File: src/verilog/uart_rx_consts.svh
// constant macros for the receive line status block
`ifndef UART_RX_CONSTS_SVH
`define UART_RX_CONSTS_SVH

`define RBR_ADDR 32'h40008000
`define CFG_ADDR 32'h40008010
`define LSR_ADDR 32'h40008014
`define DIV_ADDR 32'h40008018
`define ISTAT_ADDR 32'h40008020
`define IMASK_ADDR 32'h40008024

`define LSR_READY 0
`define LSR_OE 1
`define LSR_PERR 2
`define LSR_FERR 3
`define LSR_BRK 4

`define CFG_WLS_LO 0
`define CFG_WLS_HI 1
`define CFG_PEN 3
`define CFG_PS_LO 4
`define CFG_PS_HI 5
`define CFG_FEN 6
`define CFG_RESET 8'h03
`define DIV_RESET 16'h0001

`define ENT_PERR 8
`define ENT_FERR 9
`define ENT_BRK 10
`define ENT_W 11
`define FIFO_DEPTH 16
`define FIFO_AW 4

`define TICK_LAST 4'hF
`define TICK_MID 4'h7
`define BIT_BASE 3'h4
`define ALIGN_MAX 2'h3
`define PS_ODD 2'h0
`define PS_EVEN 2'h1
`define PS_ONE 2'h2

`endif

File: src/verilog/uart_rx_pkg.sv
// types shared by the receive line status block
package uart_rx_pkg;
  typedef enum logic [2:0] {
    RX_IDLE,
    RX_START,
    RX_DATA,
    RX_PARITY,
    RX_STOP,
    RX_BREAK
  } rx_state_e;
  typedef logic [10:0] rx_entry_t;
endpackage
File: src/verilog/rx_char_fifo.sv
// receive character fifo: data byte plus per-character error bits
`timescale 1ns/1ps
`default_nettype none
`include "uart_rx_consts.svh"
module rx_char_fifo (
  input wire logic clk, // core clock
  input wire logic rst_n, // async reset, active low
  input wire logic push, // store push_data
  input wire uart_rx_pkg::rx_entry_t push_data, // character with error bits
  input wire logic pop, // drop the head entry
  input wire logic flush, // empty the fifo
  output uart_rx_pkg::rx_entry_t head_data, // entry at the head
  output logic empty, // no entry stored
  output logic full // all entries used
);
  import uart_rx_pkg::*;

  rx_entry_t mem_ff [`FIFO_DEPTH];
  rx_entry_t nxt_mem [`FIFO_DEPTH];
  logic [`FIFO_AW-1:0] wr_ptr_ff, rd_ptr_ff, nxt_wr_ptr, nxt_rd_ptr;
  logic [`FIFO_AW:0] count_ff, nxt_count;
  logic do_push, do_pop;

  assign empty = (count_ff == '0);
  assign full = (count_ff == (`FIFO_AW+1)'(`FIFO_DEPTH));
  assign head_data = mem_ff[rd_ptr_ff];
  assign do_push = push & ~full;
  assign do_pop = pop & ~empty;

  genvar i;
  generate
    for (i = 0; i < `FIFO_DEPTH; i++) begin : g_ent
      always_comb begin
        nxt_mem[i] = mem_ff[i];
        if (do_push && wr_ptr_ff == (`FIFO_AW)'(i)) begin
          nxt_mem[i] = push_data;
        end
      end
      always_ff @(posedge clk or negedge rst_n) begin
        if (!rst_n) begin
          mem_ff[i] <= '0;
        end else begin
          mem_ff[i] <= nxt_mem[i];
        end
      end
    end
  endgenerate

  always_comb begin
    nxt_wr_ptr = wr_ptr_ff + (`FIFO_AW)'(do_push);
    nxt_rd_ptr = rd_ptr_ff + (`FIFO_AW)'(do_pop);
    nxt_count = count_ff + (`FIFO_AW+1)'(do_push) - (`FIFO_AW+1)'(do_pop);
    if (flush) begin
      nxt_wr_ptr = '0;
      nxt_rd_ptr = '0;
      nxt_count = '0;
    end
  end

  always_ff @(posedge clk or negedge rst_n) begin
    if (!rst_n) begin
      wr_ptr_ff <= '0;
      rd_ptr_ff <= '0;
      count_ff <= '0;
    end else begin
      wr_ptr_ff <= nxt_wr_ptr;
      rd_ptr_ff <= nxt_rd_ptr;
      count_ff <= nxt_count;
    end
  end
endmodule
`default_nettype wire

File: src/verilog/uart_rx_line_status.sv
// uart receiver with line status register behind an avalon-mm slave
// How it works
// (RULE_01) data ready while receive buffer not empty
// (RULE_02) overrun sets at once, cleared by status read
// (RULE_03) full fifo: keep contents, drop new character
// (RULE_04) parity error flag, cleared by status read
// (RULE_05) parity error follows the fifo head character
// (RULE_06) low stop bit sets framing error flag
// (RULE_07) bad stop bit taken as early start
// (RULE_08) framing error follows the fifo head character
// (RULE_09) line low whole character signals break
// (RULE_10) after break, idle until line goes high
// (RULE_11) break flag cleared by status read
// (RULE_12) status register read only, writes ignored
// (RULE_13) clear on read spares events after capture
//
// Decided for this implementation: the Avalon-MM register port.
`timescale 1ns/1ps
`default_nettype none
`include "uart_rx_consts.svh"
module uart_rx_line_status (
  input wire logic clk, // 250 MHz core clock
  input wire logic rst_n, // async reset, active low
  input wire logic [31:0] address, // avalon byte address
  input wire logic read, // avalon read request
  input wire logic write, // avalon write request
  input wire logic [31:0] writedata, // avalon write data
  output logic [31:0] readdata, // avalon read data
  output logic waitrequest, // avalon stall
  input wire logic serial_rx_input, // serial receive pin
  output logic irq // level interrupt
);
  import uart_rx_pkg::*;

  // ---------------- bus slave ----------------
  logic ack_ff, nxt_ack;
  logic [31:0] rdata_ff, nxt_rdata;
  logic req, done, rd_done, wr_done;
  logic [7:0] cfg_ff, nxt_cfg;
  logic [15:0] div_ff, nxt_div;
  logic [4:0] imask_ff, nxt_imask;
  logic [4:0] istat_ff, nxt_istat;
  logic [4:0] lsr_err;
  logic oe_ff, perr_ff, ferr_ff, brk_ff;
  logic nxt_oe, nxt_perr, nxt_ferr, nxt_brk;
  logic head_seen_ff, nxt_head_seen;
  rx_entry_t head;
  logic fifo_empty, fifo_full, eff_full, flush;
  logic push, pop;
  rx_entry_t push_data;

  assign req = read | write;
  // one wait cycle gives time to register the read data
  assign waitrequest = req & ~ack_ff;
  assign done = req & ack_ff;
  assign rd_done = done & read;
  assign wr_done = done & write;
  assign readdata = rdata_ff;
  assign lsr_err = {brk_ff, ferr_ff, perr_ff, oe_ff, ~fifo_empty}; // RULE_01

  always_comb begin
    nxt_ack = req & ~ack_ff;
    nxt_rdata = rdata_ff;
    if (read && !ack_ff) begin
      nxt_rdata = '0;
      unique case (address)
        `RBR_ADDR: nxt_rdata = {24'h000000, head[7:0]};
        `CFG_ADDR: nxt_rdata = {24'h000000, cfg_ff};
        `LSR_ADDR: nxt_rdata = {27'h0000000, lsr_err};
        `DIV_ADDR: nxt_rdata = {16'h0000, div_ff};
        `ISTAT_ADDR: nxt_rdata = {27'h0000000, istat_ff};
        `IMASK_ADDR: nxt_rdata = {27'h0000000, imask_ff};
        default: nxt_rdata = '0;
      endcase
    end
  end

  always_ff @(posedge clk or negedge rst_n) begin
    if (!rst_n) begin
      ack_ff <= 1'b0;
      rdata_ff <= '0;
    end else begin
      ack_ff <= nxt_ack;
      rdata_ff <= nxt_rdata;
    end
  end

  // ---------------- configuration ----------------
  // the line status address has no write path at all
  always_comb begin
    nxt_cfg = cfg_ff;
    nxt_div = div_ff;
    nxt_imask = imask_ff;
    flush = 1'b0;
    if (wr_done && address == `CFG_ADDR) begin
      nxt_cfg = writedata[7:0];
      flush = writedata[`CFG_FEN] ^ cfg_ff[`CFG_FEN];
    end
    if (wr_done && address == `DIV_ADDR) begin
      nxt_div = writedata[15:0];
    end
    if (wr_done && address == `IMASK_ADDR) begin
      nxt_imask = writedata[4:0];
    end
  end // RULE_12

  always_ff @(posedge clk or negedge rst_n) begin
    if (!rst_n) begin
      cfg_ff <= `CFG_RESET;
      div_ff <= `DIV_RESET;
      imask_ff <= '0;
    end else begin
      cfg_ff <= nxt_cfg;
      div_ff <= nxt_div;
      imask_ff <= nxt_imask;
    end
  end

  // ---------------- line sync and 16x tick ----------------
  logic rx_meta_ff, rx_s_ff;
  logic [15:0] div_cnt_ff, nxt_div_cnt;
  logic s_tick;

  assign s_tick = (div_cnt_ff == '0);

  always_comb begin
    nxt_div_cnt = s_tick ? div_ff : div_cnt_ff - 16'h0001;
  end

  always_ff @(posedge clk or negedge rst_n) begin
    if (!rst_n) begin
      rx_meta_ff <= 1'b1;
      rx_s_ff <= 1'b1;
      div_cnt_ff <= '0;
    end else begin
      rx_meta_ff <= serial_rx_input;
      rx_s_ff <= rx_meta_ff;
      div_cnt_ff <= nxt_div_cnt;
    end
  end

  // ---------------- receive shift machine ----------------
  rx_state_e state_ff, nxt_state;
  logic [3:0] tick_ff, nxt_tick;
  logic [2:0] bit_ff, nxt_bit;
  logic [7:0] shift_ff, nxt_shift;
  logic zero_ff, nxt_zero;
  logic par_ff, nxt_par;
  logic [2:0] last_bit;
  logic [7:0] aligned;
  logic par_bad, bit_end;

  assign last_bit = `BIT_BASE + {1'b0, cfg_ff[`CFG_WLS_HI:`CFG_WLS_LO]};
  assign aligned = shift_ff >> (`ALIGN_MAX - cfg_ff[`CFG_WLS_HI:`CFG_WLS_LO]);
  assign bit_end = s_tick && tick_ff == `TICK_LAST;

  always_comb begin
    unique case (cfg_ff[`CFG_PS_HI:`CFG_PS_LO])
      `PS_ODD: par_bad = ~(^aligned ^ par_ff);
      `PS_EVEN: par_bad = ^aligned ^ par_ff;
      `PS_ONE: par_bad = ~par_ff;
      default: par_bad = par_ff;
    endcase
    par_bad = par_bad & cfg_ff[`CFG_PEN];
  end // RULE_04

  always_comb begin
    nxt_state = state_ff;
    nxt_tick = tick_ff;
    nxt_bit = bit_ff;
    nxt_shift = shift_ff;
    nxt_zero = zero_ff;
    nxt_par = par_ff;
    push = 1'b0;
    push_data = '0;
    if (s_tick) begin
      nxt_tick = tick_ff + 4'h1;
    end
    unique case (state_ff)
      RX_IDLE: begin
        nxt_tick = '0;
        if (!rx_s_ff) begin
          nxt_state = RX_START;
        end
      end
      RX_START: begin
        if (s_tick && tick_ff == `TICK_MID) begin
          nxt_tick = '0;
          nxt_bit = '0;
          nxt_zero = 1'b1;
          nxt_par = 1'b0;
          nxt_state = rx_s_ff ? RX_IDLE : RX_DATA;
        end
      end
      RX_DATA: begin
        if (bit_end) begin
          nxt_shift = {rx_s_ff, shift_ff[7:1]};
          nxt_zero = zero_ff & ~rx_s_ff;
          nxt_bit = bit_ff + 3'h1;
          if (bit_ff == last_bit) begin
            nxt_state = cfg_ff[`CFG_PEN] ? RX_PARITY : RX_STOP;
          end
        end
      end
      RX_PARITY: begin
        if (bit_end) begin
          nxt_par = rx_s_ff;
          nxt_zero = zero_ff & ~rx_s_ff;
          nxt_state = RX_STOP;
        end
      end
      RX_STOP: begin
        if (bit_end) begin
          push = 1'b1;
          push_data = {1'b0, 1'b0, par_bad, aligned};
          if (!rx_s_ff && zero_ff) begin
            push_data = '0;
            push_data[`ENT_BRK] = 1'b1; // RULE_09
            nxt_state = RX_BREAK;
          end else if (!rx_s_ff) begin
            push_data[`ENT_FERR] = 1'b1; // RULE_06
            // the low stop bit already counts as a checked start bit
            nxt_bit = '0;
            nxt_zero = 1'b1;
            nxt_par = 1'b0;
            nxt_state = RX_DATA; // RULE_07
          end else begin
            nxt_state = RX_IDLE;
          end
        end
      end
      RX_BREAK: begin
        if (rx_s_ff) begin
          nxt_state = RX_IDLE; // RULE_10
        end
      end
    endcase
  end

  always_ff @(posedge clk or negedge rst_n) begin
    if (!rst_n) begin
      state_ff <= RX_IDLE;
      tick_ff <= '0;
      bit_ff <= '0;
      shift_ff <= '0;
      zero_ff <= 1'b1;
      par_ff <= 1'b0;
    end else begin
      state_ff <= nxt_state;
      tick_ff <= nxt_tick;
      bit_ff <= nxt_bit;
      shift_ff <= nxt_shift;
      zero_ff <= nxt_zero;
      par_ff <= nxt_par;
    end
  end

  // ---------------- receive buffer ----------------
  // with the fifo disabled the buffer holds a single character
  assign eff_full = cfg_ff[`CFG_FEN] ? fifo_full : ~fifo_empty;
  assign pop = rd_done && address == `RBR_ADDR;

  rx_char_fifo u_fifo (
    .clk(clk),
    .rst_n(rst_n),
    .push(push & ~eff_full), // RULE_03
    .push_data(push_data),
    .pop(pop),
    .flush(flush),
    .head_data(head),
    .empty(fifo_empty),
    .full(fifo_full)
  );

  // ---------------- line status flags ----------------
  logic lsr_rd, ist_rd, ovr_evt, head_new;
  logic [4:0] evt;

  assign lsr_rd = rd_done && address == `LSR_ADDR;
  assign ist_rd = rd_done && address == `ISTAT_ADDR;
  assign ovr_evt = push & eff_full; // RULE_03
  // error bits are raised as the character reaches the head
  assign head_new = ~fifo_empty & ~head_seen_ff & ~flush;

  always_comb begin
    nxt_head_seen = (head_seen_ff | head_new) & ~pop & ~flush;
    // only bits the master actually saw are cleared; a new set wins
    nxt_oe = (oe_ff & ~(lsr_rd & rdata_ff[`LSR_OE])) | ovr_evt; // RULE_02 RULE_13
    nxt_perr = (perr_ff & ~(lsr_rd & rdata_ff[`LSR_PERR]))
               | (head_new & head[`ENT_PERR]); // RULE_05
    nxt_ferr = (ferr_ff & ~(lsr_rd & rdata_ff[`LSR_FERR]))
               | (head_new & head[`ENT_FERR]); // RULE_08
    nxt_brk = (brk_ff & ~(lsr_rd & rdata_ff[`LSR_BRK])) | (head_new & head[`ENT_BRK]); // RULE_11
    evt = {head_new & head[`ENT_BRK], head_new & head[`ENT_FERR], head_new & head[`ENT_PERR],
           ovr_evt, push & ~eff_full};
    nxt_istat = (istat_ff & ~({5{ist_rd}} & rdata_ff[4:0])) | evt; // RULE_13
  end

  always_ff @(posedge clk or negedge rst_n) begin
    if (!rst_n) begin
      head_seen_ff <= 1'b0;
      oe_ff <= 1'b0;
      perr_ff <= 1'b0;
      ferr_ff <= 1'b0;
      brk_ff <= 1'b0;
      istat_ff <= '0;
    end else begin
      head_seen_ff <= nxt_head_seen;
      oe_ff <= nxt_oe;
      perr_ff <= nxt_perr;
      ferr_ff <= nxt_ferr;
      brk_ff <= nxt_brk;
      istat_ff <= nxt_istat;
    end
  end

  assign irq = |(istat_ff & imask_ff);
endmodule
`default_nettype wire

File: config.mk
export PLATFORM = sky130hd
export DESIGN_NAME = uart_rx_line_status
export DESIGN_NICKNAME = d
export VERILOG_FILES = /design/src/verilog/uart_rx_pkg.sv /design/src/verilog/rx_char_fifo.sv /design/src/verilog/uart_rx_line_status.sv
export VERILOG_INCLUDE_DIRS = /design/src /design/src/verilog
export SDC_FILE = /design/constraint.sdc
export NUM_CORES = 1
export LEC_CHECK = 0
export ABC_AREA = 1
export BUFFER_PORTS_ARGS = -buffer_cell sky130_fd_sc_hd__clkbuf_2
export CORE_ASPECT_RATIO = 1.25
export CORE_MARGIN = 8
export CORE_UTILIZATION = 55
export DETAILED_ROUTE_END_ITERATION = 10
export GPL_TIMING_DRIVEN = 1
export PLACE_DENSITY_LB_ADDON = 0.3
export SYNTH_ARGS = -nofsm -noshare
export SYNTH_HDL_FRONTEND = slang
export SYNTH_SLANG_ARGS = --single-unit
File: constraint.sdc
create_clock -name clk -period 6.45 [get_ports clk]
set_input_delay 1.935 -clock clk [delete_from_list [all_inputs] [get_ports clk]]
set_output_delay 1.935 -clock clk [all_outputs]
set_load 0.1 [all_outputs]
==> impl_metrics.toml, run 1 <==
[critical_path]
critPathKind = "in2out"
r2r_end = "u_fifo.count_ff[4]"
worstSetupEndpoint = "waitrequest"
r2r_start = "div_cnt_ff[0]"
cp_data_required_time_ns = 4.51
arrival_ns = 2.68
worstPathMaxFanout = 3
crit_start = "read"
cp-end-kind = "output port"
ff2ff_path_depth = 17
startpoint_type = "input port"
rrSetupSlack_ns = 2.62

[clock_network]
hold_buffers = 0
cts_tree = "yes"
clk_latency_ns = 0.56
cts.path.max_buffers = 3
path_clk_slew_ns = 0.06
root_buffer = "clkbuf_16"
cts_max_level = 1
post_cts_buffers = 0
cts_made_buffers = 29
ctsResizeCount = 0
cts.sinks = 283

[layout]
fin_nets = 1928
final_layout_size_suffix_gt1_frac = 0.116
instances_no_fill = 2214
regArea_mm2 = 0.00709
final_common_cell = "nand2_1"
final_cell_mix = "nand2_1 (606), dfrtp_1 (276), nand3_1 (137), inv_1 (117), nor2_1 (110)"
antenna_cells = 0
multi_input_area_mm2 = 0.00653
fill_cells = 2320
areaGrowthSynthToFinish_pct = 8.64

[drt]
vias = 12437
drt-total-wl_um = 37000
via_per_inst = 5.62
post_drt_wl_per_cell_um = 16.7
ant_nets = 0
drt_iter0_drc = 996
drt_pass1_iterations = 6
drc = 0

[yosys]
ys.flop_type = "dfrtp_1"
ys_types = 53
synthesis.area_mm2 = 0.0147
synth_edf_count = 0
synth.avg_cell_area_um2 = 8.01
ys_async_sr_fraction = 1.00
synth_top_family_by_area = "simple AND/OR/NAND/NOR gates"
netlist_instances = 1836
yosys_warnings = 0
synth-compound-area-share = 0.134
synth.area.mux_share = 0.00153
ys_seq_area_frac = 0.482
synthAdderAreaFrac = 0.0107
yosys.area_share.simple = 0.282
synth_xor_area_frac = 0.0119
synth-seq-cells = 283

[power]
ir_drop_mv = 0.167
leakagePower_nw = 7.74
power_density_mw_per_mm2 = 279

[global_route]
antenna_found_initial = 0
grt_pass1_vias = 12057
grt_max_degree = 150
grt_pass1_wl_um = 61300
grt_overflow_total = 0
grt_use_total = 0.230

[timing]
fin_skew_ns = 0.0174
hold-worst-slack_ns = 0.356
finalSetupViolCount = 0
tightest_slew_ns = 1.09
tns_ns = 0
drv_slew = 0
rsz0062_at_grt = "false"
maxSlewHeadroom = 0.271
hold_viol = 0
min_period_over_period = 0.716
max_freq_mhz = 216
period_minus_slack_ns = 4.62

[placed_design]
io_buffers = 70
place_congestion = 0.904
place_inst = 2161
dp_hpwl_um = 25000

[worst_hold_path]
hold_start = "rx_meta_ff"
min_path_type = "reg2reg"

[die]
row_count = 67
ios = 103
die_height_um = 199
start_util = 0.553
core_region_area_mm2 = 0.0266
die_x_um = 162
dieArea_mm2 = 0.0323

[flow_run]
timing.max_cap.violations = 0

[outcome]
outcome = "complete, no violations"
## flip-flops by register name, summed over array words and instances (netlist names), 3 cells and up
name              cells
istat_ff              5
u_fifo.mem_ff       176
state_ff              3
cfg_ff                8
readdata             16
u_fifo.count_ff       5
div_ff               16
div_cnt_ff           16
u_fifo.rd_ptr_ff      4
tick_ff               4
bit_ff                3
shift_ff              8
imask_ff              5
u_fifo.wr_ptr_ff      4
## how the worst min path moves through the flow
stage	endpoint	slack (ns)	cells past startpoint
global placement	rx_s_ff	0.35	0
detailed placement	rx_s_ff	0.35	0
floorplan	rx_s_ff	0.35	0
global route	rx_s_ff	0.37	0
CTS	rx_s_ff	0.36	0
finish	rx_s_ff	0.36	0
## where the power goes
group | switching [mW] | leakage, nW | internal [mW] | total (mW)
Sequential | 0.0346 | 3.86 | 1.84 | 1.87
Combinational | 0.578 | 3.39 | 0.249 | 0.827
Clock | 0.730 | 0.485 | 1.03 | 1.76
## final cells by class
class | instances | area share
sequential | 283 | 0.444
multi-input combinational | 1329 | 0.409
clock buffer | 35 | 0.0493
inverter | 124 | 0.0295
timing repair buffer | 80 | 0.0280
tap | 345 | 0.0270
clock inverter | 18 | 0.0136
## per-layer routing
metal	GRT usage	vias up	routed length [um]
met5	0	-	0
met4	0.0598	0	739
met3	0.0265	60	1850
met2	0.416	327	19000
met1	0.288	6023	15400
li1	-	6027	-
## through the flow
| step | utilization | worst slack, ns | power [mW] | instance area, um2 |
|---|---|---|---|---|
| after floorplan | - | 1.27 | 2.53 | 14800 |
| after global placement | 0.563 | 1.46 | 2.70 | 15000 |
| after detailed placement | 0.563 | 1.33 | 2.73 | 15000 |
| after CTS | 0.601 | 1.81 | 4.49 | 16000 |
| after global routing | 0.601 | 1.58 | 4.67 | 16000 |
| final | 0.601 | 1.83 | 4.46 | 16000 |
## Yosys cell counts, drive strengths merged, types with 2 or more instances
cell | n | area (um2)
nor2 | 112 | 425
xnor2 | 9 | 78.8
nor3 | 25 | 148
nand2 | 608 | 2300
a221o | 6 | 60.1
a21oi | 65 | 325
dfstp | 6 | 158
nand4 | 38 | 299
a221oi | 2 | 17.5
nor4 | 5 | 43.8
inv | 121 | 454
o31ai | 7 | 52.6
nand3b | 3 | 22.5
ha | 11 | 138
clkbuf | 64 | 240
xor2 | 11 | 96.3
mux2 | 2 | 22.5
o21ai | 216 | 1230
buf | 51 | 433
a32o | 6 | 60.1
a31oi | 3 | 18.8
or2 | 6 | 37.5
a22oi | 13 | 97.6
dfrtp | 277 | 6930
o211ai | 8 | 60.1
a211oi | 2 | 15.0
clkinv | 3 | 16.3
nand3 | 147 | 846
## critical path, stage by stage
cell and delay, ns:
clkbuf_2 0.10, nor2_1 0.04, nor2_1 0.12, clkbuf_2 0.48
## kinds of logic after synthesis
| logic type | count (synthesis) |
|---|---|
| xor gates and xnor gates | 20 |
| and+or+nand+nor | 947 |
| AOI/OAI and AO/OA | 332 |
| muxes | 2 |
| adders and majority gates | 12 |
| other | 1 |
| buffers and inverters | 239 |
| DFF | 283 |
Note: power is estimated with default switching activity, not from simulation.
==> run 2: changes to the inputs <==
--- a/config.mk
+++ b/config.mk
@@ -6,7 +6,7 @@
 export SDC_FILE = /design/constraint.sdc
 export NUM_CORES = 1
 export LEC_CHECK = 0
-export ABC_AREA = 1
+export ABC_AREA = 0
 export BUFFER_PORTS_ARGS = -buffer_cell sky130_fd_sc_hd__clkbuf_2
 export CORE_ASPECT_RATIO = 1.25
 export CORE_MARGIN = 8
==> constraint.sdc (replaced) <==
create_clock -name clk -period 4.1 [get_ports clk]
set_input_delay 1.23 -clock clk [delete_from_list [all_inputs] [get_ports clk]]
set_output_delay 1.23 -clock clk [all_outputs]
set_load 0.1 [all_outputs]
==> run 2 against run 1 <==
Net effect:
- area after synthesis fell by 8.2%
- worst hold slack improved by 0.058 ns
- first-iteration DRC count fell by 25%
- global-route usage fell by 0.90 points
- die area fell by 7.5%
==> impl_metrics.toml, run 2 <==
[outcome]
outcome = "complete, no violations"

[power]
sw_frac_of_total = 0.301
p_comb_frac = 0.204
p_sw_mw = 2.09
power_density_mw_per_mm2 = 460
leakagePower_nw = 6.89
p_int_mw = 4.85
clockPowerShare = 0.366
seqPwrFrac = 0.430
ir_drop_mv = 0.347

[yosys]
ys_seq_area_frac = 0.525
ys.flop_type = "dfrtp_1"
synth_top_family_by_area = "simple AND/OR/NAND/NOR gates"
ys_types = 66
synth_commonest_cells = "dfrtp_1 (277), nand2_1 (239), o21ai_0 (166)"
yosys_warnings = 0
synth.area.mux_share = 0.128
synthAdderAreaFrac = 0.0117
netlist_instances = 1282
yosys.area_share.simple = 0.146
synth_top_area_cell = "dfrtp_1"
synth-compound-area-share = 0.129
synth.area.top_cells = "dfrtp_1 (51%), mux4_2 (8.2%), nand2_1 (6.6%), o21ai_0 (6.2%), mux2_2 (3.4%)"
synth.avg_cell_area_um2 = 10.5
synth-seq-cells = 283
synth_xor_area_frac = 0.0198
synth_edf_count = 0
netlist.area_leader.share = 0.513
yosysMostFrequentCell = "dfrtp_1"
ys_async_sr_fraction = 1.00
synthesis.area_mm2 = 0.0135

[flow_run]
timing.max_cap.violations = 0

[layout]
fill_cells = 1990
largest_register_ffs = 176
areaGrowthSynthToFinish_pct = 11.8
final_common_cell = "dfrtp_1"
final_layout_size_suffix_gt1_frac = 0.198
final_cell_mix = "dfrtp_1 (275), nand2_1 (239), o21ai_0 (166), clkbuf_2 (69), nor2_1 (64)"
fin_nets = 1411
antenna_cells = 0
largest_register = "u_fifo.mem_ff"

[drt]
vias = 9743
drt_pass1_iterations = 5
ant_nets = 0
drc = 0
via_per_inst = 5.80
drt_iter0_drc = 751
post_drt_wl_per_cell_um = 19.1
drt-total-wl_um = 32100

[placed_design]
place_congestion = 0.944
dp_hpwl_um = 22300
post-place-ws_ns = -0.147
io_buffers = 70

[global_route]
grt_pass1_wl_um = 52900
grt_use_total = 0.221
grt_pass1_vias = 9948
antenna_found_initial = 0
grt_overflow_total = 0
grt_max_degree = 79

[critical_path]
startpoint_type = "input port"
arrival_ns = 4.13
worstPathMaxFanout = 3
critPathKind = "in2reg"
cp-end-kind = "flip-flop"
cp_data_required_time_ns = 4.52

[clock_network]
cts_tree = "yes"
path_clk_slew_ns = 0.06
ctsResizeCount = 0
hold_buffers = 0
root_buffer = "clkbuf_16"
clk_latency_ns = 0.55
cts.sinks = 283
cts_made_buffers = 28
cts_max_level = 1
post_cts_buffers = 0
cts.path.max_buffers = 3

[die]
die_x_um = 156
row_count = 64
dieArea_mm2 = 0.0298
core_region_area_mm2 = 0.0243
start_util = 0.555
ios = 103
die_height_um = 191

[timing]
max_freq_mhz = 270
tightest_slew_ns = 1.17
hold_viol = 0
min_period_over_period = 0.904
tns_ns = 0
finalSetupViolCount = 0
period_minus_slack_ns = 3.71
maxSlewHeadroom = 0.216
fin_skew_ns = 0.0145
worst_slack_ns = 0.395
drv_slew = 0
rsz0062_at_grt = "false"

[worst_hold_path]
min_path_type = "reg2reg"
[run 2: worst max-delay path, stage by stage]
cell and delay [ns]:
clkbuf_2 0.09, or4_4 0.55, or3_4 0.35, nand2b_1 0.16, or4_4 0.42, or2_4 0.25, nand2_1 0.06, ha_1 0.16
inv_1 0.06, fa_2 0.35, inv_1 0.07, a21oi_1 0.06, nor2_1 0.13, or3_1 0.12, a21oi_1 0.05
[run 2: kinds of logic after synthesis]
logic type | after synthesis
fa+ha+maj | 12
flops | 283
simple gates | 421
buf+inv | 120
compound gates | 310
xor+xnor | 29
other cells | 1
mux | 106
[run 2: power by group through the flow]
| stage | Combinational [mW] | Clock (mW) | Sequential, mW |
|---|---|---|---|
| floorplan | 1.11 | 0 | 3.03 |
| global placement | 1.37 | 0 | 3.04 |
| detailed placement | 1.43 | 0 | 3.04 |
| CTS | 1.43 | 2.57 | 2.99 |
| global route | 1.57 | 2.69 | 3.00 |
| finish | 1.42 | 2.54 | 2.99 |
[run 2: cell type report]
type | instances | area, um2 | share of cell area
flip-flops and latches | 283 | 7090 | 0.470
multi-input cells | 894 | 5950 | 0.394
clock buffers | 42 | 835 | 0.0553
repair buffers | 101 | 643 | 0.0426
well taps | 330 | 413 | 0.0273
inverters | 22 | 82.6 | 0.00547
clock inverters | 9 | 78.8 | 0.00522
[run 2: metal layers]
layer / routed length, um / GRT usage / vias up
li1: - / - / 4577
met1: 13200 / 0.279 / 4831
met2: 16200 / 0.385 / 260
met3: 1510 / 0.0271 / 75
met4: 1170 / 0.0833 / 0
met5: 0 / 0 / -
[run 2: metrics by stage]
stage / hold WS, ns / instances / util / total power, mW / area (um2)
4_1_cts: 0.409 / 1681 / 0.620 / 6.99 / 15100
3_3_place_gp: 0.407 / 1630 / 0.583 / 4.41 / 14200
3_5_place_dp: 0.406 / 1630 / 0.583 / 4.46 / 14200
2_1_floorplan: 0.345 / 1297 / - / 4.14 / 13600
6_report: 0.413 / 1681 / 0.620 / 6.95 / 15100
5_1_grt: 0.407 / 1681 / 0.620 / 7.27 / 15100
[run 2: path summary, 6_finish.rpt]
kind                                      end  cells after the start     startpoint  slack (ns)
min in group asynchronous       div_cnt_ff[9]                      1          rst_n        0.67
hold / removal                        rx_s_ff                      0     rx_meta_ff        0.41
setup reg to reg            u_fifo.mem_ff[58]                      7  div_cnt_ff[7]        0.78
setup / recovery           u_fifo.count_ff[4]                     15     address[1]        0.39
max in group asynchronous   u_fifo.mem_ff[20]                      2          rst_n        2.59
hold reg to reg                       rx_s_ff                      0     rx_meta_ff        0.41
==> run 3: changes to the inputs <==
--- a/config.mk
+++ b/config.mk
@@ -13,7 +13,8 @@
 export CORE_UTILIZATION = 55
 export DETAILED_ROUTE_END_ITERATION = 10
 export GPL_TIMING_DRIVEN = 1
-export PLACE_DENSITY_LB_ADDON = 0.3
+export MAX_ROUTING_LAYER = met4
+export PLACE_DENSITY = 0.74
 export SYNTH_ARGS = -nofsm -noshare
 export SYNTH_HDL_FRONTEND = slang
 export SYNTH_SLANG_ARGS = --single-unit
==> run 3 against run 2 <==
Net effect:
- first-iteration DRC count shrank 13%
- combinational power about the same
- sequential share of layout area increased by 0.27 points
- total power decreased by 1.1%
- register-to-register slack lost 0.05 ns
- maximum frequency is 0.28% lower
- largest cell class unchanged
- final cell count is 0.24% lower
- critical path type unchanged
- design area is 0.56% lower
==> impl_metrics.toml, run 3 (same netlist as run 2, synthesis figures left out) <==
[clock_network]
path_clk_slew_ns = 0.06
ctsResizeCount = 0
cts_max_level = 1
clk_latency_ns = 0.55
cts_tree = "yes"
cts.sinks = 283
cts.path.max_buffers = 3
post_cts_buffers = 0
hold_buffers = 0
root_buffer = "clkbuf_16"
cts_made_buffers = 28

[timing]
rsz0062_at_grt = "false"
maxSlewHeadroom = 0.180
hold-worst-slack_ns = 0.406
tightest_slew_ns = 1.22
finalSetupViolCount = 0
drv_slew = 0
max_freq_mhz = 269
min_period_over_period = 0.906
tns_ns = 0
worst_slack_ns = 0.385
period_minus_slack_ns = 3.72
fin_skew_ns = 0.0107
hold_viol = 0

[drt]
ant_nets = 0
vias = 9842
drc = 0
drt_pass1_iterations = 5
via_per_inst = 5.87
drt-total-wl_um = 32100
drt_iter0_drc = 651
post_drt_wl_per_cell_um = 19.1

[die]
ios = 103
start_util = 0.555
die_x_um = 156
row_count = 64
dieArea_mm2 = 0.0298
core_region_area_mm2 = 0.0243
die_height_um = 191

[critical_path]
arrival_ns = 4.19
worstPathMaxFanout = 3
critPathKind = "in2reg"
ff2ff_path_depth = 6
startpoint_type = "input port"
cp_data_required_time_ns = 4.58
cp-end-kind = "flip-flop"

[placed_design]
post-place-ws_ns = -0.164
io_buffers = 70
post_dp_cell_area_mm2 = 0.0142
dp_hpwl_um = 22400
place_inst = 1630
place_congestion = 0.953

[layout]
largest_register_ffs = 176
antenna_cells = 0
final_layout_size_suffix_gt1_frac = 0.192
final_common_cell = "dfrtp_1"
final_area_mm2 = 0.0150
largest_register = "u_fifo.mem_ff"
areaGrowthSynthToFinish_pct = 11.2
fin_util = 0.617
fin_nets = 1411
final_cell_mix = "dfrtp_1 (275), nand2_1 (239), o21ai_0 (166), clkbuf_2 (69), nor2_1 (64)"
instances_no_fill = 1677

[outcome]
outcome = "complete, no violations"

[flow_run]
timing.max_cap.violations = 0

[power]
leakagePower_nw = 6.85
power_density_mw_per_mm2 = 458
ir_drop_mv = 0.374
power.total_mw = 6.87

[global_route]
grt_max_degree = 105
grt_pass1_wl_um = 52900
grt_pass1_vias = 10117
antenna_found_initial = 0
grt_use_total = 0.228
grt_overflow_total = 0

[worst_hold_path]
hold_path_depth = 0
min_path_type = "reg2reg"
-- run 3: cell count changes in the layout (fill, tap and decap cells not counted), sizes merged --
cell	change
clkinvlp	-2
clkinv	-3
clkbuf	+1
-- run 3: path summary, 6_finish.rpt --
path / from / slack [ns] / endpoint
worst max-delay path: address[1] / 0.38 / u_fifo.count_ff[4]
worst min-delay path: rx_meta_ff / 0.41 / rx_s_ff
worst max register to register: div_cnt_ff[7] / 0.73 / u_fifo.mem_ff[33]
worst min register to register: rx_meta_ff / 0.41 / rx_s_ff
max in group asynchronous: rst_n / 2.36 / u_fifo.mem_ff[164]
min in group asynchronous: rst_n / 0.71 / div_cnt_ff[15]
-- run 3: cell type report --
type | instances | area, um2
clock inverter | 4 | 45.0
timing repair buffer | 101 | 618
fill | 1966 | 9330
clock buffer | 43 | 808
tap | 330 | 413
sequential | 283 | 7090
multi-input combinational | 894 | 5950
inverter | 22 | 82.6
-- run 3: power by group --
| part | leakage (nW) | internal [mW] | switching [mW] |
|---|---|---|---|
| Combinational | 2.57 | 0.507 | 0.932 |
| Sequential | 3.86 | 2.90 | 0.0878 |
| Clock | 0.418 | 1.40 | 1.04 |
| Total | 6.85 | 4.81 | 2.06 |
-- run 3: per-layer routing --
| layer | share of wire | routed length [um] | vias up | track usage |
|---|---|---|---|---|
| met3 | 0.067 | 2130 | 81 | 0.0344 |
| met4 | 0.041 | 1320 | 0 | 0.0963 |
| met2 | 0.50 | 16000 | 331 | 0.372 |
| met1 | 0.39 | 12700 | 4849 | 0.282 |
| met5 | 0 | 0 | - | - |
| li1 | - | - | 4581 | - |
-- run 3: critical path: stages --
cell	delay (ns)
clkbuf_2	0.09
or4_4	0.54
or3_4	0.35
nand2b_1	0.17
or4_4	0.43
or2_4	0.25
nand2_1	0.06
ha_1	0.16
inv_1	0.07
fa_2	0.36
inv_1	0.06
a21oi_1	0.05
nor2_1	0.12
o21ai_0	0.10
a21oi_1	0.13
